[src/rtl/mrr_pkg.sv]
// package: offsets, field layouts, reset values, states and timing for the mode/supply registers
package mrr_pkg;

	// ------------------------------------------------------------
	// register selection (documented register port, 7-bit address)
	// ------------------------------------------------------------
	localparam logic [6:0] ADDR_MODE   = 7'h55; // device_mode_control address bits 15:9
	localparam logic [6:0] ADDR_SUPPLY = 7'h56; // supply_output_enables address bits 15:9

	// ------------------------------------------------------------
	// field positions within the 8-bit data byte
	// ------------------------------------------------------------
	localparam int BIT_KEEPALIVE  = 7; // keep-alive supply enable
	localparam int BIT_AUTO_WAKE  = 6; // sleep with automatic wake
	localparam int BIT_SLEEP_WAKE = 5; // sleep until wake event
	localparam int BIT_INT_REQ    = 4; // interrupt pulse request
	localparam int BIT_INIT       = 3; // readback: initialisation mode
	localparam int BIT_NORMAL     = 2; // readback: normal mode
	localparam int BIT_FAILSAFE_RES = 1; // readback: deep-failsafe resume
	localparam int BIT_LOWPWR_RES   = 0; // readback: low-power resume

	// ------------------------------------------------------------
	// reset values
	// ------------------------------------------------------------
	localparam logic       KEEPALIVE_RST = 1'h1; // part dependent; plain default
	localparam logic [3:0] SUPPLY_RST    = 4'hF; // all four supplies on
	localparam logic [3:0] SECURE_OFFSET = 4'h0; // security nibble sits in bits 3:0
	localparam logic [7:0] READBACK_RST  = 8'h00; // nothing read yet

	// ------------------------------------------------------------
	// supply enable field: write bits 7:4, read back in bits 3:0
	// ------------------------------------------------------------
	localparam int SUP_FIELD_LSB = 4; // lowest enable bit of a write
	localparam int SUP_COUNT     = 4; // number of supply enables
	localparam int SUP_CORE      = 3; // core supply within the nibble
	localparam int SUP_REF       = 2; // reference supply
	localparam int SUP_AUX       = 1; // auxiliary supply
	localparam int SUP_XCVR      = 0; // transceiver supply

	// ------------------------------------------------------------
	// timing
	// ------------------------------------------------------------
	localparam int CLK_PERIOD_PS    = 4000;    // 250 MHz
	localparam int AUTO_WAKE_US     = 1000;    // 1.0 ms auto-wake delay
	// picoseconds per microsecond over picoseconds per cycle
	localparam int AUTO_WAKE_CYCLES = (AUTO_WAKE_US * 1000000) / CLK_PERIOD_PS;
	localparam int INT_PULSE_CYCLES = 1;      // interrupt pulse length

	// ------------------------------------------------------------
	// low-power sequencer states; every step of both sleep paths flips one bit except MRR_LP_RESUM to MRR_LP_IDLE
	// ------------------------------------------------------------
	typedef enum logic [1:0] {
		MRR_LP_IDLE  = 2'h0, // running
		MRR_LP_SLEEP = 2'h1, // low-power off, waiting for wake event
		MRR_LP_TIMED = 2'h2, // low-power off, timed auto-wake
		MRR_LP_RESUM = 2'h3  // leaving low-power off
	} mrr_lp_state_t;

	// ------------------------------------------------------------
	// register access carrier
	// ------------------------------------------------------------
	typedef struct packed {
		logic       valid; // one-cycle access strobe
		logic       write; // 1 write, 0 read
		logic [6:0] addr;  // register address
		logic [7:0] data;  // write data byte
	} mrr_access_t;

	// security nibble check: {~b5, ~b4, b7, b6}
	function automatic logic mrr_secure_ok(input logic [7:0] d);
		return d[3:0] == {~d[5], ~d[4], d[7], d[6]};
	endfunction

endpackage

[src/rtl/mrr_regs.sv]
// module: mode control and supply enable registers with secured writes
module mrr_regs #(
	parameter int AUTO_WAKE_CYCLES = mrr_pkg::AUTO_WAKE_CYCLES
) (
	// clock and power-on reset
	input  wire logic                clk,
	input  wire logic                rst,
	// register access port
	input  wire mrr_pkg::mrr_access_t acc,
	output logic [7:0]               rd_data,
	// main state machine status
	input  wire logic                in_init_mode,
	input  wire logic                in_normal_mode,
	input  wire logic                deep_failsafe_resume,
	input  wire logic                wake_event,
	// outputs to the power stage
	output logic                     low_power_off,
	output logic                     int_pulse,
	output logic                     secure_error,
	output logic                     core_supply_on,
	output logic                     reference_supply_on,
	output logic                     auxiliary_supply_on,
	output logic                     transceiver_supply_on,
	output logic                     keepalive_supply_on
);
	// ----------------------------------------------------------------
	// state
	// ----------------------------------------------------------------
	mrr_pkg::mrr_lp_state_t lp_reg, lp_next; // low-power sequencer
	logic       auto_wake_sleep_request_reg, auto_wake_sleep_request_next;
	logic       sleep_until_wake_request_reg, sleep_until_wake_request_next;
	logic       int_req_reg, int_req_next;       // request bit as written
	logic       int_pulse_reg, int_pulse_next;   // outgoing pulse
	logic       fs_res_reg, fs_res_next;         // deep-failsafe resume flag
	logic       lpr_reg, lpr_next;               // low-power resume flag
	logic       sec_err_reg, sec_err_next;       // secured write error
	logic       keep_reg, keep_next;             // keep-alive enable
	logic [3:0] sup_reg, sup_next;               // core,ref,aux,xcvr
	logic [7:0] rd_reg, rd_next;                 // readback byte
	logic       timer_start;                     // arm timed wake
	logic       timer_done;                      // timed wake elapsed
	logic       lpo_reg, lpo_next;               // low-power off output

	// decoded accesses; the decode looks at the address, so an unmapped
	// address neither writes nor disturbs the readback byte
	logic       wr_mode;                         // write to the mode register
	logic       wr_sup;                          // write to the supply register
	logic       rd_mode;                         // read of the mode register
	logic       rd_sup;                          // read of the supply register
	logic       sec_ok;                          // security nibble matches data bits
	assign sec_ok  = mrr_pkg::mrr_secure_ok(acc.data);
	assign wr_mode = acc.valid && acc.write && acc.addr == mrr_pkg::ADDR_MODE;
	assign wr_sup  = acc.valid && acc.write && acc.addr == mrr_pkg::ADDR_SUPPLY;
	assign rd_mode = acc.valid && !acc.write && acc.addr == mrr_pkg::ADDR_MODE;
	assign rd_sup  = acc.valid && !acc.write && acc.addr == mrr_pkg::ADDR_SUPPLY;

	// ----------------------------------------------------------------
	// timed wake counter
	// ----------------------------------------------------------------
	// the long count sits in its own module so that it can be shortened
	// for simulation without touching the register logic
	mrr_wake_timer #(
		.CYCLES(AUTO_WAKE_CYCLES)
	) u_timer (
		.clk  (clk),
		.rst  (rst),
		.start(timer_start),
		.done (timer_done)
	);

	// ----------------------------------------------------------------
	// next-state logic
	// ----------------------------------------------------------------
	always_comb begin
		lp_next                       = lp_reg;
		auto_wake_sleep_request_next  = auto_wake_sleep_request_reg;
		sleep_until_wake_request_next = sleep_until_wake_request_reg;
		int_req_next                  = int_req_reg;
		int_pulse_next                = 1'b0;
		fs_res_next                   = fs_res_reg;
		lpr_next                      = lpr_reg;
		sec_err_next                  = sec_err_reg;
		keep_next                     = keep_reg;
		sup_next                      = sup_reg;
		rd_next                       = rd_reg;
		timer_start                   = 1'b0;

		// ------------------------------------------------------------
		// register reads
		// ------------------------------------------------------------
		// mode register reads clear the resume flags; a same-cycle set wins below
		if (rd_mode) begin
			rd_next                            = mrr_pkg::READBACK_RST; // reserved bits read zero
			rd_next[mrr_pkg::BIT_KEEPALIVE]    = keep_reg;
			rd_next[mrr_pkg::BIT_INIT]         = in_init_mode;
			rd_next[mrr_pkg::BIT_NORMAL]       = in_normal_mode;
			rd_next[mrr_pkg::BIT_FAILSAFE_RES] = fs_res_reg;
			rd_next[mrr_pkg::BIT_LOWPWR_RES]   = lpr_reg;
			fs_res_next = 1'b0;
			lpr_next = 1'b0;
		end
		if (rd_sup)
			rd_next = {4'h0, sup_reg};

		// ------------------------------------------------------------
		// register writes
		// ------------------------------------------------------------
		// writes only land with a valid security nibble (checked against bits 7:4);
		// the error flag is sticky here because its clear belongs to the
		// diagnostic register outside this block
		if ((wr_mode || wr_sup) && !sec_ok)
			sec_err_next = 1'b1;
		if (wr_mode && sec_ok) begin
			keep_next = acc.data[mrr_pkg::BIT_KEEPALIVE];
			int_req_next = acc.data[mrr_pkg::BIT_INT_REQ];
			if (acc.data[mrr_pkg::BIT_INT_REQ])
				int_pulse_next = 1'b1;
			// sleep only from running; auto-wake takes precedence if both set
			if (lp_reg == mrr_pkg::MRR_LP_IDLE) begin
				auto_wake_sleep_request_next  = acc.data[mrr_pkg::BIT_AUTO_WAKE];
				sleep_until_wake_request_next = acc.data[mrr_pkg::BIT_SLEEP_WAKE];
				if (acc.data[mrr_pkg::BIT_AUTO_WAKE]) begin
					lp_next     = mrr_pkg::MRR_LP_TIMED;
					timer_start = 1'b1;
				end else if (acc.data[mrr_pkg::BIT_SLEEP_WAKE]) begin
					lp_next = mrr_pkg::MRR_LP_SLEEP;
				end
			end
		end
		if (wr_sup && sec_ok)
			sup_next = acc.data[mrr_pkg::SUP_FIELD_LSB +: mrr_pkg::SUP_COUNT];

		// ------------------------------------------------------------
		// low-power sequencer
		// ------------------------------------------------------------
		case (lp_reg)
			mrr_pkg::MRR_LP_IDLE: begin
			end
			mrr_pkg::MRR_LP_SLEEP: begin
				if (wake_event)
					lp_next = mrr_pkg::MRR_LP_RESUM;
			end
			mrr_pkg::MRR_LP_TIMED: begin
				if (timer_done)
					lp_next = mrr_pkg::MRR_LP_RESUM;
			end
			mrr_pkg::MRR_LP_RESUM: begin
				auto_wake_sleep_request_next  = 1'b0;
				sleep_until_wake_request_next = 1'b0;
				lpr_next = 1'b1;
				lp_next  = mrr_pkg::MRR_LP_IDLE;
			end
			default: lp_next = mrr_pkg::MRR_LP_IDLE;
		endcase

		// set wins over read clear
		if (deep_failsafe_resume)
			fs_res_next = 1'b1;

		// the output is decoded from the next state so that it leaves a
		// flip-flop in the same cycle as the state itself
		lpo_next = lp_next == mrr_pkg::MRR_LP_SLEEP || lp_next == mrr_pkg::MRR_LP_TIMED;
	end

	// ----------------------------------------------------------------
	// registers; rst is the power-on reset
	// ----------------------------------------------------------------
	always_ff @(posedge clk) begin
		if (rst) begin
			lp_reg                       <= mrr_pkg::MRR_LP_IDLE;
			auto_wake_sleep_request_reg  <= 1'b0;
			sleep_until_wake_request_reg <= 1'b0;
			int_req_reg                  <= 1'b0;
			int_pulse_reg                <= 1'b0;
			fs_res_reg                   <= 1'b0;
			lpo_reg                      <= 1'b0;
			lpr_reg                      <= 1'b0;
			sec_err_reg                  <= 1'b0;
			keep_reg                     <= mrr_pkg::KEEPALIVE_RST;
			sup_reg                      <= mrr_pkg::SUPPLY_RST;
			rd_reg                       <= mrr_pkg::READBACK_RST;
		end else begin
			lp_reg                       <= lp_next;
			auto_wake_sleep_request_reg  <= auto_wake_sleep_request_next;
			sleep_until_wake_request_reg <= sleep_until_wake_request_next;
			int_req_reg                  <= int_req_next;
			int_pulse_reg                <= int_pulse_next;
			fs_res_reg                   <= fs_res_next;
			lpo_reg                      <= lpo_next;
			lpr_reg                      <= lpr_next;
			sec_err_reg                  <= sec_err_next;
			keep_reg                     <= keep_next;
			sup_reg                      <= sup_next;
			rd_reg                       <= rd_next;
		end
	end

	// ----------------------------------------------------------------
	// outputs
	// ----------------------------------------------------------------
	// supplies stay as programmed through low-power off; the power stage
	// decides what actually runs there
	assign rd_data               = rd_reg;
	assign low_power_off         = lpo_reg;
	assign int_pulse             = int_pulse_reg;
	assign secure_error          = sec_err_reg;
	assign core_supply_on        = sup_reg[mrr_pkg::SUP_CORE];
	assign reference_supply_on   = sup_reg[mrr_pkg::SUP_REF];
	assign auxiliary_supply_on   = sup_reg[mrr_pkg::SUP_AUX];
	assign transceiver_supply_on = sup_reg[mrr_pkg::SUP_XCVR];
	assign keepalive_supply_on   = keep_reg;
endmodule

[src/rtl/mrr_wake_timer.sv]
// module: countdown timer that signals the end of the timed low-power period
module mrr_wake_timer #(
	parameter int CYCLES = mrr_pkg::AUTO_WAKE_CYCLES
) (
	// clock and reset
	input  wire logic clk,
	input  wire logic rst,
	// control
	input  wire logic start,
	output logic      done
);
	localparam int W = $clog2(CYCLES + 1);
	localparam logic [W-1:0] LOAD = W'(CYCLES - 1);

	logic [W-1:0] cnt_reg;  // remaining cycles
	logic [W-1:0] cnt_next;
	logic         run_reg;  // counting
	logic         run_next;
	logic         done_reg; // expiry pulse
	logic         done_next;

	// ----------------------------------------------------------------
	// next count
	// ----------------------------------------------------------------
	always_comb begin
		cnt_next  = cnt_reg;
		run_next  = run_reg;
		done_next = 1'b0;
		if (start) begin
			cnt_next = LOAD;
			run_next = 1'b1;
		end else if (run_reg) begin
			if (cnt_reg == '0) begin
				run_next  = 1'b0;
				done_next = 1'b1;
			end else begin
				cnt_next = cnt_reg - W'(1);
			end
		end
	end

	// ----------------------------------------------------------------
	// registers
	// ----------------------------------------------------------------
	always_ff @(posedge clk) begin
		if (rst) begin
			cnt_reg  <= '0;
			run_reg  <= 1'b0;
			done_reg <= 1'b0;
		end else begin
			cnt_reg  <= cnt_next;
			run_reg  <= run_next;
			done_reg <= done_next;
		end
	end

	assign done = done_reg;
endmodule

[config.mk]
export PLATFORM = sky130hd
export DESIGN_NAME = mrr_regs
export DESIGN_NICKNAME = d
export VERILOG_FILES = /design/src/rtl/mrr_pkg.sv /design/src/rtl/mrr_regs.sv /design/src/rtl/mrr_wake_timer.sv
export SDC_FILE = /design/constraint.sdc
export NUM_CORES = 1
export LEC_CHECK = 0
export ABC_AREA = 1
export BUFFER_PORTS_ARGS = -buffer_cell sky130_fd_sc_hd__buf_4
export CAP_MARGIN = 20
export CORE_ASPECT_RATIO = 1.5
export CORE_MARGIN = 2
export CORE_UTILIZATION = 47
export DETAILED_ROUTE_END_ITERATION = 16
export MAX_ROUTING_LAYER = met4
export PLACE_DENSITY = 0.72
export SYNTH_ARGS = -nofsm -noshare
export SYNTH_HDL_FRONTEND = slang
export SYNTH_HIERARCHICAL = 1
export SYNTH_SLANG_ARGS = --single-unit
[constraint.sdc]
create_clock -name clk -period 1.9 [get_ports clk]
set_clock_uncertainty 0.05 [all_clocks]
set_input_delay 0.57 -clock clk [delete_from_list [all_inputs] [get_ports clk]]
set_output_delay 0.57 -clock clk [all_outputs]
set_load 0.02 [all_outputs]
==> results of run 1 <==
==> routing by layer <==
layer | vias up | routed length (um)
met2 | 47 | 2638
met3 | 11 | 181
met5 | - | 0
li1 | 1118 | -
met1 | 936 | 1801
met4 | 0 | 114
==> logic make-up (layout without fill, tap and decap cells) <==
group | Yosys count | in the layout | synth area share (%)
adder cells (fa/ha/maj) | 2 | 2 | 1.156
flip-flops | 37 | 37 | 34.22
buffers and inverters | 61 | 111 | 11.79
AO/OA/AOI/OAI | 38 | 38 | 9.826
AND/OR/NAND/NOR | 181 | 181 | 40.81
XOR/XNOR | 5 | 5 | 2.023
other | 1 | 3 | 0.1732
==> power breakdown <==
| part | switching (mW) | leakage (nW) | internal (mW) | total [mW] |
|---|---|---|---|---|
| clock | 0.281 | 0.0439 | 0.253 | 0.534 |
| sequential | 0.00100 | 0.298 | 0.777 | 0.778 |
| combinational | 0.0617 | 1.00 | 0.0522 | 0.114 |
==> final cells by class <==
class / count / area, sq um / share of cell area [%]
Multi-Input combinational cell: 229 / 1179 / 44.71
Sequential cell: 37 / 740.7 / 28.10
Timing Repair Buffer: 49 / 367.9 / 13.95
Inverter: 54 / 202.7 / 7.689
Clock buffer: 5 / 68.82 / 2.610
Tap cell: 48 / 60.06 / 2.278
Clock inverter: 3 / 17.52 / 0.6645
==> Yosys cell counts, types with 2 or more instances <==
library cell / instances / area [sq um]
a21oi_1: 17 / 85.08
buf_4: 3 / 22.52
buf_6: 2 / 22.52
dfxtp_1: 37 / 740.7
ha_1: 2 / 25.02
inv_1: 53 / 198.9
nand2_1: 76 / 285.3
nand2_2: 5 / 31.28
nand2_4: 2 / 22.52
nand3_1: 28 / 140.1
nand3_2: 3 / 30.03
nand4_1: 6 / 37.54
nor2_1: 40 / 150.1
nor2_2: 8 / 50.05
nor2_4: 5 / 56.30
nor3_1: 4 / 20.02
o211ai_1: 2 / 15.01
o21ai_0: 11 / 55.05
o21ai_1: 3 / 15.01
xor2_1: 4 / 35.03
==> final timing paths <==
kind | start | cells past startpoint | to
worst max-delay path | u_timer/cnt_reg[0] | 10 | u_timer/cnt_reg[10]
worst min-delay path | secure_error | 2 | secure_error
worst max register to register | u_timer/cnt_reg[0] | 10 | u_timer/cnt_reg[10]
worst min register to register | secure_error | 2 | secure_error
==> critical path, delay by kind of cell, from the launching register on <==
| kind | cells | cell delay, ns |
|---|---|---|
| flops | 1 | 0.41 |
| buf+inv | 1 | 0.10 |
| simple gates | 8 | 0.79 |
| fa+ha+maj | 1 | 0.23 |
==> per-stage QoR <==
| stage | area, sq um | hold slack, ns |
|---|---|---|
| 2_1_floorplan | 2172 | 0.3880 |
| 3_3_place_gp | 2547 | 0.3905 |
| 3_5_place_dp | 2547 | 0.3966 |
| 4_1_cts | 2634 | 0.4113 |
| 5_1_grt | 2636 | 0.4310 |
| 6_report | 2636 | 0.4074 |
==> metrics.cfg, run 1 <==
[clock_network]
numCtsBuffers=5
cts_resized=0
cts_hold_buf=0
cts.sinks=37
path_clk_slew_ns=0.07
cts_setup_buffers=0
cts_tree=built
insertion_delay_ns=0.29
clockRootBuffer=clkbuf_8
clock_path_buffers=2
htreeDepth=2

[timing]
max_freq_ghz=0.5907
tns_ns=0
timing.final.crit_share_pct=89.10
setup_violations=0
grt_setup_unrepaired=no
worst_slack_ns=0.2072
slew_viol_final=0
fin_crit_ns=1.693
finalHoldViolations=0

[final_layout]
fin_util_pct=59.02
layout_common_cells=76 x nand2_1, 53 x inv_1, 49 x buf_4
diodes=0
stdcell_count=425
syn_to_final_growth_pct=21.79
final_nets=401
largest_reg_flops=18
n_fill_cell=470
drive_gt1_share_pct=23.08
layout_commonest_cell=nand2_1

[worst_setup_path]
path_class=reg -> reg
worst_path_max_delay_cell=dfxtp_1
start_kind=flip-flop
crit_required_ns=2.04
rrSetupSlack_ns=0.21
critPathCaptureType=flip-flop
crit_path_max_fanout=7
arrival_ns=1.83
crit_chain=inv_1 > ha_1 > nand2_1 > nor2_4 > nand2_4 > nand2_4 > nor2_1 > nand3_1 > nand2_1 > nor2_1
max_stage_delay_ns=0.41

[synthesis]
ys_ff_latch=37
synthArstFlopShare_pct=0
avgSynthCellArea_sq_um=6.660
synth.distinct_cells=34
netlist_area_sq_mm=0.002165
syn-instance-count=325
yosysSeqAreaShare_pct=34.22
yosys_warnings=6
synth_top_flop_cell=dfxtp_1
synth_edf_count=0

[grt]
gr-total-overflow=0
grt_busiest_layer=met2
grt.total_usage_pct=20.68
grtUsageMet3_pct=3.269
grt_max_degree=17
grt_pass1_wl_um=8031
use_met2_pct=39.76
met1_usage_pct=19.23
grt_pass1_vias=2009
antenna_found_initial=0

[hold_path]
hold_path.class=reg -> reg

[floorplanning]
core_sq_mm=0.004467
dieArea_sq_mm=0.005176
die_w_um=59.41
start_util_pct=48.46
design.portCount=39
die_y_um=87.12
rows=30

[place]
globalplace.congestion=0.8381
dp.final_hpwl_um=3843
dp_cells=417
preCtsSetupSlack_ns=0.02538
numPortBuffers=35

[job]
maxCapViolCount=0

[detailed_routing]
dr.pass1.iters=4
post_drt_wl_per_cell_um=11.14
vias=2112
drt_first_iter_violations=54
viasPerCell=4.969
wl_um=4735
ant_nets=0
post-route-drc-count=0

[power]
total_power_mw=1.426
leakage_nw=1.347
power_density_mw_per_mm2=540.9
vdd_drop_max_mv=0.3555

[status]
outcome=finished, final reports clean

Note: power is estimated with default switching activity, not from simulation.
==> inputs of run 2 (changes only) <==
--- a/config.mk
+++ b/config.mk
@@ -5,7 +5,6 @@
 export SDC_FILE = /design/constraint.sdc
 export NUM_CORES = 1
 export LEC_CHECK = 0
-export ABC_AREA = 1
 export BUFFER_PORTS_ARGS = -buffer_cell sky130_fd_sc_hd__buf_4
 export CAP_MARGIN = 20
 export CORE_ASPECT_RATIO = 1.5
@@ -14,6 +13,7 @@
 export DETAILED_ROUTE_END_ITERATION = 16
 export MAX_ROUTING_LAYER = met4
 export PLACE_DENSITY = 0.72
+export REMOVE_ABC_BUFFERS = 1
 export SYNTH_ARGS = -nofsm -noshare
 export SYNTH_HDL_FRONTEND = slang
 export SYNTH_HIERARCHICAL = 1
==> metrics.cfg, run 2 <==
[synthesis]
yosysSeqAreaShare_pct=35.97  ; +1.7 points
ys_ff_latch=37  ; unchanged
synth_top_flop_cell=dfxtp_1
synth_most_common_cell=dfxtp_1
synth.distinct_cells=55  ; +62%
synth_common_cells=37 x dfxtp_1, 20 x nor2_1, 16 x a21oi_1
synth_area_leader_cell=dfxtp_1
avgSynthCellArea_sq_um=8.617  ; +29%
synthTopCellsByArea=dfxtp_1 36%, mux2i_1 4.4%, a21oi_1 3.9%
yosys_warnings=6  ; unchanged
syn-instance-count=239  ; -26%
synth_edf_count=0  ; unchanged
netlist_area_sq_mm=0.002059  ; -4.9%
synthArstFlopShare_pct=0  ; unchanged
yosysTopAreaCellShare_pct=35.97  ; +1.7 points

[detailed_routing]
vias=2153  ; +1.9%
ant_nets=0  ; unchanged
post_drt_wl_per_cell_um=16.42  ; +47%
drt_first_iter_violations=115  ; +110%
post-route-drc-count=0  ; unchanged
wl_um=5961  ; +26%
dr.pass1.iters=4  ; unchanged
viasPerCell=5.931  ; +19%

[timing]
finalHoldViolations=0  ; unchanged
setup_violations=11  ; +11
max_freq_ghz=0.4904  ; -17%
grt_setup_unrepaired=yes
timing.final.crit_share_pct=107.3  ; +18 points
slew_viol_final=0  ; unchanged
fin_crit_ns=2.039  ; +0.3463 ns
worst_slack_ns=-0.1391  ; -0.3463 ns

[floorplanning]
rows=29  ; -3.3%
dieArea_sq_mm=0.004938  ; -4.6%
core_sq_mm=0.004209  ; -5.8%
start_util_pct=48.93  ; +0.47 points
die_w_um=58.05  ; -2.3%
design.portCount=39  ; unchanged
die_y_um=85.07  ; -2.3%

[clock_network]
insertion_delay_ns=0.29  ; about the same
clock_path_buffers=2  ; unchanged
clockRootBuffer=clkbuf_8
cts_tree=built
path_clk_slew_ns=0.08  ; about the same
cts.sinks=37  ; unchanged
numCtsBuffers=5  ; unchanged
htreeDepth=2  ; unchanged

[place]
dp.final_hpwl_um=4348  ; +13%
preCtsSetupSlack_ns=-0.3364  ; -0.3618 ns
globalplace.congestion=0.8186  ; -2.3%
numPortBuffers=35  ; unchanged
placed_area_sq_mm=0.002644  ; +3.8%

[grt]
met1_usage_pct=23.95  ; +4.7 points
grt_max_degree=25  ; +8
use_met2_pct=46.07  ; +6.3 points
antenna_found_initial=0  ; unchanged
grt.total_usage_pct=24.58  ; +3.9 points
grt_busiest_layer=met2
gr-total-overflow=0  ; unchanged
grt_pass1_vias=2057  ; +2.4%
grt_pass1_wl_um=9163  ; +14%
grtUsageMet3_pct=4.573  ; +1.3 points

[power]
total_power_mw=1.462  ; +2.6%
leakage_nw=1.241  ; -7.9%
vdd_drop_max_mv=0.4628  ; +30%
power_density_mw_per_mm2=502.9  ; -7.0%

[final_layout]
drive_gt1_share_pct=38.49  ; +15 points
layout_commonest_cell=buf_4
layout_common_cells=72 x buf_4, 36 x dfxtp_1, 19 x nor2_1
fin_util_pct=69.08  ; +10 points
syn_to_final_growth_pct=41.19
fin_area_sq_mm=0.002908  ; +10%
largest_reg_flops=18  ; unchanged
final_nets=341  ; -15%
diodes=0  ; unchanged

[status]
violations=negative setup slack
outcome=finished with violations

[worst_setup_path]
arrival_ns=2.17  ; +0.34 ns
start_kind=primary input
startpoint=acc[11]
critPathCaptureType=flip-flop
r2r-start=u_timer/cnt_reg[0]
path_class=in -> reg
crit_required_ns=2.03  ; about the same
crit_path_max_fanout=6  ; -1

[job]
maxCapViolCount=0  ; unchanged

[hold_path]
min_from=secure_error
hold_path.class=reg -> reg

## run 2: changes by cell type after synthesis, sizes merged, moves of 9 or more
cell,before,now
mux2i,0,9
nor2,54,20
nand2,83,15
nand3,32,5
inv,53,13
## run 2: cell type report
type / count / area, sq um
clock buffer: 6 / 72.57
sequential: 37 / 742.0
clock inverter: 2 / 10.01
inverter: 13 / 53.80
tap: 46 / 57.56
multi-input combinational: 177 / 1310
fill: 343 / 1301
timing repair buffer: 82 / 661.9
## run 2: where the power goes
group	switching [mW]	internal, mW	leakage [nW]
registers	0.00120	0.777	0.299
clock network	0.281	0.254	0.0450
logic	0.0762	0.0732	0.897
## run 2: critical path, cell delays in order
cell     delay (ns)
buf_6          0.09
and4b_1        0.26
and4b_1        0.23
nand4_1        0.14
nor3_2         0.26
buf_6          0.15
buf_6          0.13
nor3_2         0.04
nor4_1         0.30
## run 2: timing repair
action | in CTS | in global routing
hold endpoints to repair | 0 | 0
endpoints found under the setup margin | 8 | 19
resized for setup | 8 | 31
hold buffers | 0 | 0
setup buffers | 0 | 4
pin swaps | 1 | 15
## run 2: routing by layer
metal / up-vias / part of all wire (%)
met5: - / 0
met4: 0 / 2.3
met3: 13 / 5.0
met2: 65 / 56
met1: 1024 / 37
li1: 1051 / -
## run 2: path summary, 6_finish.rpt
| kind | to | slack [ns] | cells past startpoint |
|---|---|---|---|
| worst min register to register | secure_error | 0.41 | 2 |
| worst min-delay path | secure_error | 0.41 | 2 |
| worst max-delay path | u_timer/cnt_reg[0] | -0.14 | 9 |
| worst max register to register | u_timer/cnt_reg[5] | 0.07 | 7 |
## run 2: cell families after synthesis
group                      share of synthesized area (%)
and+or+nand+nor                                    30.56
buffers and inverters                              5.833
AOI/OAI and AO/OA                                  20.17
xor gates and xnor gates                           1.701
DFF                                                35.97
adders and majority gates                          1.215
other                                             0.1821
muxes                                              4.374
## run 2: through the flow
step	instances	hold slack, ns	setup TNS, ns
finish	363	0.4059	-0.6058
global route	363	0.4259	-2.264
CTS	359	0.4067	-0.05757
detailed placement	351	0.3951	-5.380
global placement	351	0.3876	-4.675
floorplan	227	0.3978	-19.02
==> inputs of run 3 (changes only) <==
--- a/config.mk
+++ b/config.mk
@@ -11,6 +11,8 @@
 export CORE_MARGIN = 2
 export CORE_UTILIZATION = 47
 export DETAILED_ROUTE_END_ITERATION = 16
+export GPL_ROUTABILITY_DRIVEN = 0
+export GPL_TIMING_DRIVEN = 0
 export MAX_ROUTING_LAYER = met4
 export PLACE_DENSITY = 0.72
 export REMOVE_ABC_BUFFERS = 1
==> metrics.cfg, run 3 (synthesis results as in run 2) <==
[detailed_routing]
dr.pass1.iters=4  ; unchanged
post-route-drc-count=0  ; unchanged
drt_first_iter_violations=63  ; -45%
viasPerCell=6.172  ; +4.1%
wl_um=5546  ; -7.0%
vias=2043  ; -5.1%
ant_nets=0  ; unchanged
post_drt_wl_per_cell_um=16.76  ; +2.0%

[grt]
grt_pass1_vias=1824  ; -11%
gr-total-overflow=0  ; unchanged
antenna_found_initial=0  ; unchanged
grt.total_usage_pct=22.40  ; -2.2 points
grt_max_degree=38  ; +52%
grt_pass1_wl_um=8459  ; -7.7%

[final_layout]
syn_to_final_growth_pct=32.75
drive_gt1_share_pct=31.93  ; -6.6 points
seq_area_sq_um=744.5  ; +0.34%
multiInputGateArea_sq_mm=0.001369  ; +4.5%
fin_area_sq_mm=0.002734  ; -6.0%
final_nets=309  ; -9.4%
largest_reg_flops=18  ; unchanged
diodes=0  ; unchanged
layout_commonest_cell=buf_4
n_fill_cell=364  ; +6.1%
layout_common_cells=44 x buf_4, 36 x dfxtp_1, 19 x nor2_1

[worst_setup_path]
cp_top_family=simple AND/OR/NAND/NOR gates
crit_required_ns=2.02  ; about the same
critPathCaptureType=flip-flop
max_stage_delay_ns=0.31  ; about the same
crit_path_max_fanout=4  ; -2
path_class=in -> reg
arrival_ns=2.20  ; +0.03 ns
worst_path_max_delay_cell=nor4_4
crit_chain=buf_8 > xor2_4 > nor4_4 > nand4_1 > nor3_4 > buf_6 > clkinvlp_4 > buf_6 > buf_4 > nand2_4 > a21oi_1
cp_num_buf_inv=5  ; +2
crit_top_cell=buf_6
start_kind=primary input

[floorplanning]
die_y_um=85.07  ; unchanged
design.portCount=39  ; unchanged
die_w_um=58.05  ; unchanged
rows=29  ; unchanged
dieArea_sq_mm=0.004938  ; unchanged
core_sq_mm=0.004209  ; unchanged
start_util_pct=48.93  ; unchanged

[power]
p_int_mw=1.265  ; +15%
vdd_drop_max_mv=0.6917  ; +49%
sw_frac_of_total_pct=22.52  ; -2.0 points
combPwrFrac_pct=8.5  ; -1.7 points
clockPowerShare_pct=43.9  ; +7.3 points
power.share.sequential_pct=47.6  ; -5.6 points
leakage_nw=1.106  ; -11%
p_sw_mw=0.3675  ; +2.6%
power_density_mw_per_mm2=597.0  ; +19%

[clock_network]
cts_tree=built
path_clk_slew_ns=0.08  ; about the same
htreeDepth=2  ; unchanged
cts_hold_buf=0  ; unchanged
insertion_delay_ns=0.29  ; about the same
clock_path_buffers=2  ; unchanged
clockRootBuffer=clkbuf_8
numCtsBuffers=5  ; unchanged
cts.sinks=37  ; unchanged

[place]
placed_area_sq_mm=0.002332  ; -12%
numPortBuffers=35  ; unchanged
dp.final_hpwl_um=3627  ; -17%

[timing]
setup_violations=16  ; +5
timing.final.crit_share_pct=109.3  ; +2.0 points
worst_slack_ns=-0.1767  ; -0.03762 ns
fin_crit_ns=2.077  ; +0.03762 ns
tns_ns=-1.749  ; -1.143 ns
slew_viol_final=0  ; unchanged
slew_headroom_pct=62.48
tightest_slew_ns=0.5585
finalHoldViolations=0  ; unchanged
max_freq_ghz=0.4815  ; -1.8%
grt_setup_unrepaired=yes

[job]
maxCapViolCount=0  ; unchanged

[status]
violations=negative setup slack
outcome=finished with violations

[hold_path]
hold_path.class=reg -> reg

run 3: changes by cell type in the layout (fill, tap and decap cells not counted), sizes merged:
cell / delta
buf: -33
clkinv: -2
clkinvlp: +2
bufinv: +1
inv: -1
nand3: +1
run 3: what timing repair did:
item                       4_1_cts  5_1_grt
setup buffers                   10        5
pin swaps                        9        9
setup endpoints to repair       20       20
gates cloned                     0        1
gates resized for setup         20       16
run 3: final cells by class:
| class | instances | share of cell area (%) |
|---|---|---|
| Timing Repair Buffer | 49 | 14.28 |
| Tap cell | 46 | 2.105 |
| Sequential cell | 37 | 27.23 |
| Multi-Input combinational cell | 178 | 50.07 |
| Clock inverter | 2 | 1.373 |
| Clock buffer | 6 | 3.021 |
| Inverter | 13 | 1.922 |
run 3: power groups by stage:
| stage | sequential [mW] | clock (mW) | combinational [mW] |
|---|---|---|---|
| after floorplan | 0.796 | 0 | 0.0520 |
| after global placement | 0.796 | 0 | 0.120 |
| after detailed placement | 0.796 | 0 | 0.122 |
| after CTS | 0.777 | 0.735 | 0.133 |
| after global routing | 0.776 | 0.763 | 0.150 |
| final | 0.776 | 0.717 | 0.139 |
run 3: final timing paths:
kind	from	to	slack [ns]	depth (start not counted)
worst min-delay path	secure_error	secure_error	0.40	2
worst max register to register	u_timer/cnt_reg[9]	u_timer/cnt_reg[16]	-0.06	4
worst min register to register	secure_error	secure_error	0.40	2
worst max-delay path	acc[1]	u_timer/cnt_reg[8]	-0.18	11
run 3: metrics by stage:
| stage | utilization [%] | hold WS (ns) | power, mW | setup WS, ns | instances |
|---|---|---|---|---|---|
| after detailed placement | 55.41 | 0.3913 | 0.9175 | -0.8751 | 309 |
| after global routing | 64.95 | 0.4326 | 1.690 | -0.2302 | 331 |
| after global placement | 55.02 | 0.3867 | 0.9154 | -2.347 | 308 |
| after floorplan | - | 0.3978 | 0.8483 | -1.291 | 227 |
| after CTS | 62.10 | 0.4037 | 1.645 | -0.2052 | 326 |
| final | 64.95 | 0.4010 | 1.632 | -0.1767 | 331 |
run 3: worst min-delay path: stages (launching register included):
cell and delay, ns:
dfxtp_1 0.32, inv_1 0.05, a21oi_1 0.05
run 3: layer usage:
| layer | GRT usage [%] | vias to the layer above | part of all wire (%) |
|---|---|---|---|
| li1 | - | 988 | - |
| met1 | 24.28 | 954 | 38 |
| met2 | 39.67 | 87 | 54 |
| met3 | 3.963 | 14 | 6.1 |
| met4 | 8.457 | 0 | 2.0 |
| met5 | - | - | 0 |
